`config.mk`:
```
export PLATFORM = sky130hd
export DESIGN_NAME = esie_exec
export DESIGN_NICKNAME = d
export VERILOG_FILES = /design/src/esie_pkg.sv /design/src/esie_addr_map.sv /design/src/esie_exec.sv
export SDC_FILE = /design/constraint.sdc
export NUM_CORES = 1
export LEC_CHECK = 0
export BUFFER_PORTS_ARGS = -buffer_cell sky130_fd_sc_hd__buf_2
export CAP_MARGIN = 5
export CORE_UTILIZATION = 48
export CTS_CLUSTER_DIAMETER = 80
export DETAILED_ROUTE_END_ITERATION = 10
export HOLD_SLACK_MARGIN = 0.06
export PLACE_DENSITY_LB_ADDON = 0.1
export SETUP_SLACK_MARGIN = 0.1
export SYNTH_ARGS = -nofsm -noshare
export SYNTH_HDL_FRONTEND = slang
export SYNTH_HIERARCHICAL = 1
export SYNTH_SLANG_ARGS = --single-unit
```
`constraint.sdc`:
```
create_clock -name CLK_IN -period 4.6 [get_ports CLK_IN]
set_clock_uncertainty 0.15 [all_clocks]
set_input_delay 0.92 -clock CLK_IN [delete_from_list [all_inputs] [get_ports CLK_IN]]
set_output_delay 0.92 -clock CLK_IN [all_outputs]
set_load 0.05 [all_outputs]
```
`src/esie_pkg.sv`:
```
// ---------------------------------------------------------------------------
// Shared constants of the extended stack instruction executor
// ---------------------------------------------------------------------------
package esie_pkg;

  localparam int ESIE_ADDR_W = 12;
  localparam int ESIE_PC_W = 21;

  // -------------------------------------------------------------------------
  // Opcode patterns and fields
  // -------------------------------------------------------------------------
  localparam logic [7:0] ESIE_OP_MOVE = 8'hEB;
  localparam logic [7:0] ESIE_OP_PUSH = 8'hFA;
  localparam logic [7:0] ESIE_OP_SUB = 8'hE9;
  localparam logic [15:0] ESIE_OP_CALL_WORK = 16'h0014;
  localparam logic [3:0] ESIE_WORD2_TAG = 4'hF;
  localparam logic [1:0] ESIE_SEL_RET = 2'h3;
  localparam logic [1:0] ESIE_SEL_FRAME = 2'h2;
  localparam int ESIE_MOVE_SS_BIT = 7;
  localparam int ESIE_ACCESS_BIT = 8;
  localparam int ESIE_DEST_BIT = 9;

  // -------------------------------------------------------------------------
  // Address arithmetic
  // -------------------------------------------------------------------------
  localparam logic [7:0] ESIE_ILO_LIMIT = 8'h5F;
  localparam logic [3:0] ESIE_ACCESS_LOW_BANK = 4'h0;
  localparam logic [3:0] ESIE_ACCESS_HIGH_BANK = 4'hF;
  localparam logic [11:0] ESIE_PTR_ONE = 12'h001;
  localparam logic [20:0] ESIE_PC_STEP = 21'h0_0002;
  localparam logic [11:0] ESIE_IND_LO_DEF = 12'hFDB;
  localparam logic [11:0] ESIE_IND_HI_DEF = 12'hFEF;
  localparam logic [7:0] ESIE_NULL_DATA = 8'h00;

  // -------------------------------------------------------------------------
  // Register map and reset values
  // -------------------------------------------------------------------------
  localparam logic [11:0] ESIE_REG_CTRL = 12'h000;
  localparam logic [11:0] ESIE_REG_PTR0 = 12'h004;
  localparam logic [11:0] ESIE_REG_PTR1 = 12'h008;
  localparam logic [11:0] ESIE_REG_PTR2 = 12'h00C;
  localparam logic [11:0] ESIE_REG_STATUS = 12'h010;
  localparam int ESIE_CTRL_EXT_BIT = 0;
  localparam int ESIE_STAT_BUSY_BIT = 0;
  localparam int ESIE_STAT_NOP_BIT = 1;
  localparam logic ESIE_CTRL_RST = 1'b0;
  localparam logic [11:0] ESIE_PTR_RST = 12'h000;

  typedef enum logic [1:0] {
    ESIE_IDLE,
    ESIE_MOVE_WR,
    ESIE_NOP
  } esie_state_t;

endpackage

```
`src/esie_addr_map.sv`:
```
`timescale 1ns/1ns
// ---------------------------------------------------------------------------
// Operand address resolution
// ---------------------------------------------------------------------------
module esie_addr_map
  import esie_pkg::*;
#(
  parameter logic [11:0] IND_LO = ESIE_IND_LO_DEF,
  parameter logic [11:0] IND_HI = ESIE_IND_HI_DEF
) (
  input wire logic ext_en_in,
  input wire logic [3:0] bank_select_register_in,
  input wire logic [11:0] frame_ptr_in,
  input wire logic [15:0] word_in,
  input wire logic [15:0] word2_in,
  output logic [11:0] file_addr_out,
  output logic [11:0] src_addr_out,
  output logic [11:0] dst_addr_out,
  output logic src_ind_out,
  output logic dst_ind_out
);

  function automatic logic [11:0] add_offset(input logic [11:0] base, input logic [7:0] off);
    add_offset = base + {4'h0, off};
  endfunction

  function automatic logic is_indirect(input logic [11:0] addr);
    is_indirect = (addr >= IND_LO) && (addr <= IND_HI);
  endfunction

  wire [7:0] file_op = word_in[7:0];
  wire access_sel = word_in[ESIE_ACCESS_BIT];
  wire low_op = (file_op <= ESIE_ILO_LIMIT);
  wire ilo_hit = ext_en_in && !access_sel && low_op;
  wire [11:0] access_addr = {low_op ? ESIE_ACCESS_LOW_BANK : ESIE_ACCESS_HIGH_BANK, file_op};
  wire move_ss = word_in[ESIE_MOVE_SS_BIT];

  assign file_addr_out = ilo_hit ? add_offset(frame_ptr_in, file_op) :
    access_sel ? {bank_select_register_in, file_op} : access_addr;
  assign src_addr_out = add_offset(frame_ptr_in, {1'b0, word_in[6:0]});
  assign dst_addr_out = move_ss ? add_offset(frame_ptr_in, {1'b0, word2_in[6:0]}) :
    word2_in[11:0];
  assign src_ind_out = is_indirect(src_addr_out);
  assign dst_ind_out = move_ss && is_indirect(dst_addr_out);

endmodule

```
`src/esie_exec.sv`:
```
// The APB interface to the registers and the placing of the registers are this design's own decisions.
`timescale 1ns/1ns
// ---------------------------------------------------------------------------
// Extended stack instruction executor
// ---------------------------------------------------------------------------
// How it works
// - Absolute move source is frame pointer plus offset.
// - Absolute move destination is 12-bit second word.
// - Indexed move adds both offsets to pointer.
// - Indirect source reads as zero, no read.
// - Indirect indexed destination suppresses the write; the source is still read.
// - Push stores literal at pointer, then decrements.
// - Subtract six-bit literal from selected pointer.
// - Select three subtracts frame pointer, then returns.
// - Extensions off: access bank or bank select.
// - Extensions on: low operands offset frame pointer.
// - Operands above limit keep access bank meaning.
// - Zero frame pointer gives plain access addresses.
// - Destination bit keeps working-register or file meaning.
// - Extensions work only with enable bit set.
// - Call through working register pushes, then jumps.
module esie_exec
  import esie_pkg::*;
#(
  parameter logic [11:0] IND_LO = ESIE_IND_LO_DEF,
  parameter logic [11:0] IND_HI = ESIE_IND_HI_DEF
) (
  input wire logic CLK_IN,
  input wire logic RST_B_IN,
  input wire logic INSTR_VALID_IN,
  input wire logic [15:0] INSTR_WORD_IN,
  input wire logic [15:0] INSTR_WORD2_IN,
  input wire logic [7:0] MEM_RD_DATA_IN,
  input wire logic [7:0] WORKING_REGISTER_IN,
  input wire logic [3:0] BANK_SELECT_REGISTER_IN,
  input wire logic [20:0] PC_IN,
  input wire logic [20:0] RETURN_STACK_TOP_IN,
  input wire logic [7:0] PC_HIGH_LATCH_IN,
  input wire logic [4:0] PC_UPPER_LATCH_IN,
  input wire logic PSEL_IN,
  input wire logic PENABLE_IN,
  input wire logic PWRITE_IN,
  input wire logic [11:0] PADDR_IN,
  input wire logic [31:0] PWDATA_IN,
  input wire logic [3:0] PSTRB_IN,
  output logic [31:0] PRDATA_OUT,
  output logic PREADY_OUT,
  output logic PSLVERR_OUT,
  output logic MEM_RD_OUT,
  output logic [11:0] MEM_RD_ADDR_OUT,
  output logic MEM_WR_OUT,
  output logic [11:0] MEM_WR_ADDR_OUT,
  output logic [7:0] MEM_WR_DATA_OUT,
  output logic PC_LOAD_OUT,
  output logic [20:0] PC_VALUE_OUT,
  output logic PUSH_OUT,
  output logic [20:0] PUSH_VALUE_OUT,
  output logic FILE_VALID_OUT,
  output logic [11:0] FILE_ADDR_OUT,
  output logic FILE_TO_REG_OUT,
  output logic BUSY_OUT,
  output logic DONE_OUT
);

  // -------------------------------------------------------------------------
  // Reset release
  // -------------------------------------------------------------------------
  logic rst_meta;
  logic rst_n;

  always_ff @(posedge CLK_IN or negedge RST_B_IN) begin
    if (!RST_B_IN) begin
      rst_meta <= 1'b0;
      rst_n <= 1'b0;
    end else begin
      rst_meta <= 1'b1;
      rst_n <= rst_meta;
    end
  end

  // -------------------------------------------------------------------------
  // Register file
  // -------------------------------------------------------------------------
  function automatic logic [31:0] apb_merge(input logic [31:0] old, input logic [31:0] wdata,
                                            input logic [3:0] strb);
    for (int b = 0; b < 4; b++) begin
      apb_merge[b*8 +: 8] = strb[b] ? wdata[b*8 +: 8] : old[b*8 +: 8];
    end
  endfunction

  logic ext_en;
  logic last_move_nop;
  logic [11:0] ptr [0:2];
  logic [11:0] next_ptr [0:2];
  esie_state_t state;
  esie_state_t next_state;

  wire sel_ctrl = (PADDR_IN == ESIE_REG_CTRL);
  wire [2:0] sel_ptr = {PADDR_IN == ESIE_REG_PTR2, PADDR_IN == ESIE_REG_PTR1,
                        PADDR_IN == ESIE_REG_PTR0};
  wire sel_status = (PADDR_IN == ESIE_REG_STATUS);
  wire mapped = sel_ctrl || (|sel_ptr) || sel_status;
  wire apb_setup = PSEL_IN && !PENABLE_IN;
  wire apb_wr = PSEL_IN && PENABLE_IN && PWRITE_IN && PREADY_OUT;
  wire [31:0] status_word = {30'h0000_0000, last_move_nop, state != ESIE_IDLE};
  wire [31:0] rd_word = sel_ctrl ? {31'h0000_0000, ext_en} :
    sel_ptr[0] ? {20'h0_0000, ptr[0]} :
    sel_ptr[1] ? {20'h0_0000, ptr[1]} :
    sel_ptr[2] ? {20'h0_0000, ptr[2]} :
    sel_status ? status_word : 32'h0000_0000;
  wire [31:0] merged = apb_merge(rd_word, PWDATA_IN, PSTRB_IN);

  always_ff @(posedge CLK_IN or negedge rst_n) begin
    if (!rst_n) begin
      PREADY_OUT <= 1'b0;
      PRDATA_OUT <= 32'h0000_0000;
      PSLVERR_OUT <= 1'b0;
      ext_en <= ESIE_CTRL_RST;
    end else begin
      PREADY_OUT <= apb_setup;
      PRDATA_OUT <= apb_setup ? rd_word : 32'h0000_0000;
      PSLVERR_OUT <= apb_setup && !mapped;
      if (apb_wr && sel_ctrl) begin
        ext_en <= merged[ESIE_CTRL_EXT_BIT];
      end
    end
  end

  // -------------------------------------------------------------------------
  // Instruction decode
  // -------------------------------------------------------------------------
  logic [11:0] file_addr;
  logic [11:0] src_addr;
  logic [11:0] dst_addr;
  logic src_ind;
  logic dst_ind;

  esie_addr_map #(
    .IND_LO(IND_LO),
    .IND_HI(IND_HI)
  ) u_addr_map (
    .ext_en_in(ext_en),
    .bank_select_register_in(BANK_SELECT_REGISTER_IN),
    .frame_ptr_in(ptr[2]),
    .word_in(INSTR_WORD_IN),
    .word2_in(INSTR_WORD2_IN),
    .file_addr_out(file_addr),
    .src_addr_out(src_addr),
    .dst_addr_out(dst_addr),
    .src_ind_out(src_ind),
    .dst_ind_out(dst_ind)
  );

  wire idle = (state == ESIE_IDLE);
  wire take = idle && INSTR_VALID_IN;
  wire [7:0] op_hi = INSTR_WORD_IN[15:8];
  wire w2_ok = (INSTR_WORD2_IN[15:12] == ESIE_WORD2_TAG);
  wire do_move = take && ext_en && (op_hi == ESIE_OP_MOVE) && w2_ok;
  wire move_ss = INSTR_WORD_IN[ESIE_MOVE_SS_BIT];
  wire do_push = take && ext_en && (op_hi == ESIE_OP_PUSH);
  wire do_sub = take && ext_en && (op_hi == ESIE_OP_SUB);
  wire [1:0] sub_sel = INSTR_WORD_IN[7:6];
  wire [5:0] sub_k = INSTR_WORD_IN[5:0];
  wire do_subret = do_sub && (sub_sel == ESIE_SEL_RET);
  wire [1:0] sub_tgt = do_subret ? ESIE_SEL_FRAME : sub_sel;
  wire do_call_work = take && ext_en && (INSTR_WORD_IN == ESIE_OP_CALL_WORK);
  wire do_std = take && !do_move && !do_push && !do_sub && !do_call_work;
  wire move_wr = (state == ESIE_MOVE_WR);

  always_comb begin
    next_state = state;
    case (state)
      ESIE_IDLE: begin
        if (do_move) begin
          next_state = ESIE_MOVE_WR;
        end else if (do_subret || do_call_work) begin
          next_state = ESIE_NOP;
        end
      end
      ESIE_MOVE_WR: next_state = ESIE_IDLE;
      ESIE_NOP: next_state = ESIE_IDLE;
      default: next_state = ESIE_IDLE;
    endcase
  end

  // -------------------------------------------------------------------------
  // Pointer registers
  // -------------------------------------------------------------------------
  always_comb begin
    for (int i = 0; i < 3; i++) begin
      next_ptr[i] = ptr[i];
      if (apb_wr && sel_ptr[i]) begin
        next_ptr[i] = merged[11:0];
      end
      if (do_sub && (sub_tgt == 2'(i))) begin
        next_ptr[i] = ptr[i] - {6'h00, sub_k};
      end
      if (do_push && (i == 2)) begin
        next_ptr[i] = ptr[i] - ESIE_PTR_ONE;
      end
    end
  end

  always_ff @(posedge CLK_IN or negedge rst_n) begin
    if (!rst_n) begin
      ptr <= '{ESIE_PTR_RST, ESIE_PTR_RST, ESIE_PTR_RST};
      state <= ESIE_IDLE;
    end else begin
      ptr <= next_ptr;
      state <= next_state;
    end
  end

  // -------------------------------------------------------------------------
  // Memory and program counter requests
  // -------------------------------------------------------------------------
  logic src_ind_q;
  logic dst_ind_q;
  logic [11:0] dst_addr_q;

  wire [7:0] move_data = src_ind_q ? ESIE_NULL_DATA : MEM_RD_DATA_IN;

  always_ff @(posedge CLK_IN or negedge rst_n) begin
    if (!rst_n) begin
      MEM_RD_OUT <= 1'b0;
      MEM_RD_ADDR_OUT <= 12'h000;
      src_ind_q <= 1'b0;
      dst_ind_q <= 1'b0;
      dst_addr_q <= 12'h000;
    end else begin
      MEM_RD_OUT <= do_move && !src_ind;
      if (do_move) begin
        MEM_RD_ADDR_OUT <= src_addr;
        src_ind_q <= src_ind;
        dst_ind_q <= dst_ind;
        dst_addr_q <= dst_addr;
      end
    end
  end

  always_ff @(posedge CLK_IN or negedge rst_n) begin
    if (!rst_n) begin
      MEM_WR_OUT <= 1'b0;
      MEM_WR_ADDR_OUT <= 12'h000;
      MEM_WR_DATA_OUT <= 8'h00;
      last_move_nop <= 1'b0;
    end else begin
      MEM_WR_OUT <= (move_wr && !dst_ind_q) || do_push;
      MEM_WR_ADDR_OUT <= move_wr ? dst_addr_q : ptr[2];
      MEM_WR_DATA_OUT <= move_wr ? move_data : INSTR_WORD_IN[7:0];
      if (move_wr) begin
        last_move_nop <= dst_ind_q;
      end
    end
  end

  always_ff @(posedge CLK_IN or negedge rst_n) begin
    if (!rst_n) begin
      PC_LOAD_OUT <= 1'b0;
      PC_VALUE_OUT <= 21'h0_0000;
      PUSH_OUT <= 1'b0;
      PUSH_VALUE_OUT <= 21'h0_0000;
    end else begin
      PC_LOAD_OUT <= do_subret || do_call_work;
      PC_VALUE_OUT <= do_call_work ?
        {PC_UPPER_LATCH_IN, PC_HIGH_LATCH_IN, WORKING_REGISTER_IN} : RETURN_STACK_TOP_IN;
      PUSH_OUT <= do_call_work;
      PUSH_VALUE_OUT <= PC_IN + ESIE_PC_STEP;
    end
  end

  always_ff @(posedge CLK_IN or negedge rst_n) begin
    if (!rst_n) begin
      FILE_VALID_OUT <= 1'b0;
      FILE_ADDR_OUT <= 12'h000;
      FILE_TO_REG_OUT <= 1'b0;
      BUSY_OUT <= 1'b0;
      DONE_OUT <= 1'b0;
    end else begin
      FILE_VALID_OUT <= do_std;
      FILE_ADDR_OUT <= file_addr;
      FILE_TO_REG_OUT <= INSTR_WORD_IN[ESIE_DEST_BIT];
      BUSY_OUT <= (next_state != ESIE_IDLE);
      DONE_OUT <= (take && (next_state == ESIE_IDLE)) || (!idle && (next_state == ESIE_IDLE));
    end
  end
endmodule

```
==> qor.txt <==
outcome - complete, no violations
Worst EP arrival - 3.27 ns
Setup Viol. Count Final - 0
wire length per cell - 17.2 um
share of cells above drive strength 1 - 0.287
slowest CP cell - or4_4
VDD IR max - 0.000260 V
crit share post-route - 0.664
maximum number of pins on one net before global-route repair - 106
Initial DRC Count - 514
Initial Util - 0.496
Startpoint Class - input port
Post-CTS Hold Fix Bufs - 0
DIE WIDTH - 145 um
Largest delay share family, worst path - simple AND/OR/NAND/NOR gates
hold violation count in the final report - 0
P per Cell Area - 295 mW/mm2
crit end category - flip-flop
Lkg Pwr - 5.75 nW
clock slew at reported path FFs - 0.07 ns
Synth warnings - 6
max cap viols - 0
Post-Synthesis Cells - 1,037
Net count, final - 1,468
clk_lat worst skew - 0.43 ns
CP Data Required Time - 4.82 ns
worst slew pin tran - 0.746 ns
leading area contributor after synthesis - dfrtp_1
share of the synthesized area in the top cell type - 0.420
vias per std cell - 5.49
CTS Buf Count - 17
synthesized area per cell - 9.43 um2
CTS H-tree lvls - 4
synth unique cells - 83
most frequent cells in the layout - 246 x buf_2, 163 x dfrtp_1, 159 x nand2_1, 74 x nor2_1, 57 x o21ai_0
DRT Wirelength - 26.6 mm
initial antenna violation count - 0
Cells after DPL - 1,513
Mapped Area - 0.00977 mm2
Sum Neg Setup Slack - 0 ns
Synth area leaders - dfrtp_1 42%, mux2_2 6.3%, nand2_1 6.1%
critical path type - in -> reg
top routing layer used - met4
Seq cells post-synth - 164
Max Freq - 328 MHz
Max clock buf depth - 2
total grt overflow - 0
Area growth, synth to finish - 19.8%
critical-path cell list - buf_2 -> or3b_4 -> or2_1 -> or4_4 -> inv_2 -> nand2_1 -> nand2_1
CP max FO - 30
io pins - 289
number of cell rows - 51
Post-synth EDFFs - 0
first-pass GRT wire length - 41.7 mm
Max stage delay on crit path - 0.80 ns
wire length on met2 - 13.3 mm
Seq/Total Area, Yosys - 0.420
Final ANT Viol Nets - 0
Final Slew Violations - 0
CP dominant cell by count - nand2_1
Max-slew headroom - 0.503
async set or reset register ratio after synthesis - 1.00
Die Area - 0.0209 mm2
unrepaired setup endpoints after global routing - no
port bufs - 246
CTS root buf - clkbuf_16
worst min path class - in -> async
Die Height - 145 um
wl on met1 - 11.8 mm
DR WL met3 - 1.35 mm
routability cong. - 0.901
post-CTS setup buffers - 0
Vias - 8,487
TritonRoute pass-1 iters - 5
min Tclk post-route - 3.05 ns
most common cell after layout, fill and taps aside - buf_2
drt drc - 0
# clock sinks - 164
Buffers & Inverters on Critical Path - 2
core area - 0.0197 mm2
number of gates resized after cts - 0
final instance count without filler cells - 1,546
CTS tree - built
most used flip-flop cell after synthesis - dfrtp_1
GRT Overall Usage - 0.261
detailed placement HPWL - 19.5 mm
vias in the first global route - 7,920
==> synth_stat cells, types with 8 or more instances <==
master / count
a31oi_1: 8
nand3b_1: 8
a211oi_1: 10
xor2_1: 17
nand4_1: 12
buf_4: 21
nand2b_1: 14
nand2_1: 159
o31a_1: 9
o21ai_0: 57
a21o_1: 9
ha_1: 35
mux2_2: 55
and3_1: 13
or3_1: 11
xnor2_1: 31
inv_1: 35
a22oi_1: 10
dfrtp_1: 164
o21a_1: 11
a21oi_1: 44
buf_2: 9
nor2_1: 74
nor2b_1: 11
nor3_1: 19
clkbuf_1: 22
nand3_1: 32
o211ai_1: 9
==> kinds of logic after synthesis <==
family | synth area share
AND/OR/NAND/NOR | 0.200
AO/OA/AOI/OAI | 0.156
flip-flops | 0.420
buffers and inverters | 0.0530
multiplexers | 0.0718
XOR/XNOR | 0.0430
adder cells (fa/ha/maj) | 0.0550
other | 0.000768
==> sequential cells by signal, summed over array words and instances (netlist names), 2 cells and up <==
| signal | cells |
|---|---|
| FILE_ADDR_OUT | 12 |
| MEM_RD_ADDR_OUT | 12 |
| MEM_WR_ADDR_OUT | 12 |
| MEM_WR_DATA_OUT | 8 |
| PC_VALUE_OUT | 21 |
| PRDATA_OUT | 12 |
| PUSH_VALUE_OUT | 21 |
| dst_addr_q | 12 |
| ptr | 36 |
| state | 2 |
==> report_power, final <==
part	internal (mW)	switching, mW	total [mW]
Clock	0.866	0.617	1.48
Sequential	1.48	0.0174	1.49
Combinational	0.146	0.331	0.476
Total	2.49	0.965	3.45
==> layout make-up <==
type / count / area, um2
fillers: 1771 / 8010
multi-input cells: 795 / 5230
flip-flops and latches: 164 / 4110
repair buffers: 253 / 1300
clock buffers: 19 / 433
well taps: 265 / 332
clock inverters: 13 / 173
inverters: 36 / 135
diodes: 1 / 2.50
==> metal layers <==
metal / vias up / track usage
li1: 4107 / -
met1: 4117 / 0.354
met2: 246 / 0.431
met3: 17 / 0.0471
met4: 0 / 0.0659
met5: - / 0
==> worst paths after layout <==
check | startpoint | to | slack (ns) | depth (start not counted)
setup reg to reg | ptr[0] | dst_ind_q | 1.55 | 10
max in group asynchronous | rst_n | FILE_ADDR_OUT[6] | 2.96 | 1
hold reg to reg | rst_meta | rst_n | 0.20 | 0
setup / recovery | INSTR_VALID_IN | MEM_RD_ADDR_OUT[2] | 1.55 | 7
hold / removal | RST_B_IN | rst_n | 0.11 | 1
min in group CLK_IN | rst_meta | rst_n | 0.20 | 0
==> per-stage QoR <==
stage | cell area (um2) | util | hold WS, ns | total power [mW] | setup WS [ns]
floorplan | 9850 | - | 0.181 | 1.85 | 1.58
global placement | 11100 | 0.563 | 0.185 | 1.99 | 1.12
detailed placement | 11100 | 0.563 | 0.189 | 2.00 | 1.10
CTS | 11700 | 0.594 | 0.0944 | 3.49 | 1.54
global route | 11700 | 0.594 | 0.0930 | 3.59 | 1.35
finish | 11700 | 0.594 | 0.107 | 3.45 | 1.55
Note: power is estimated with default switching activity, not from simulation.
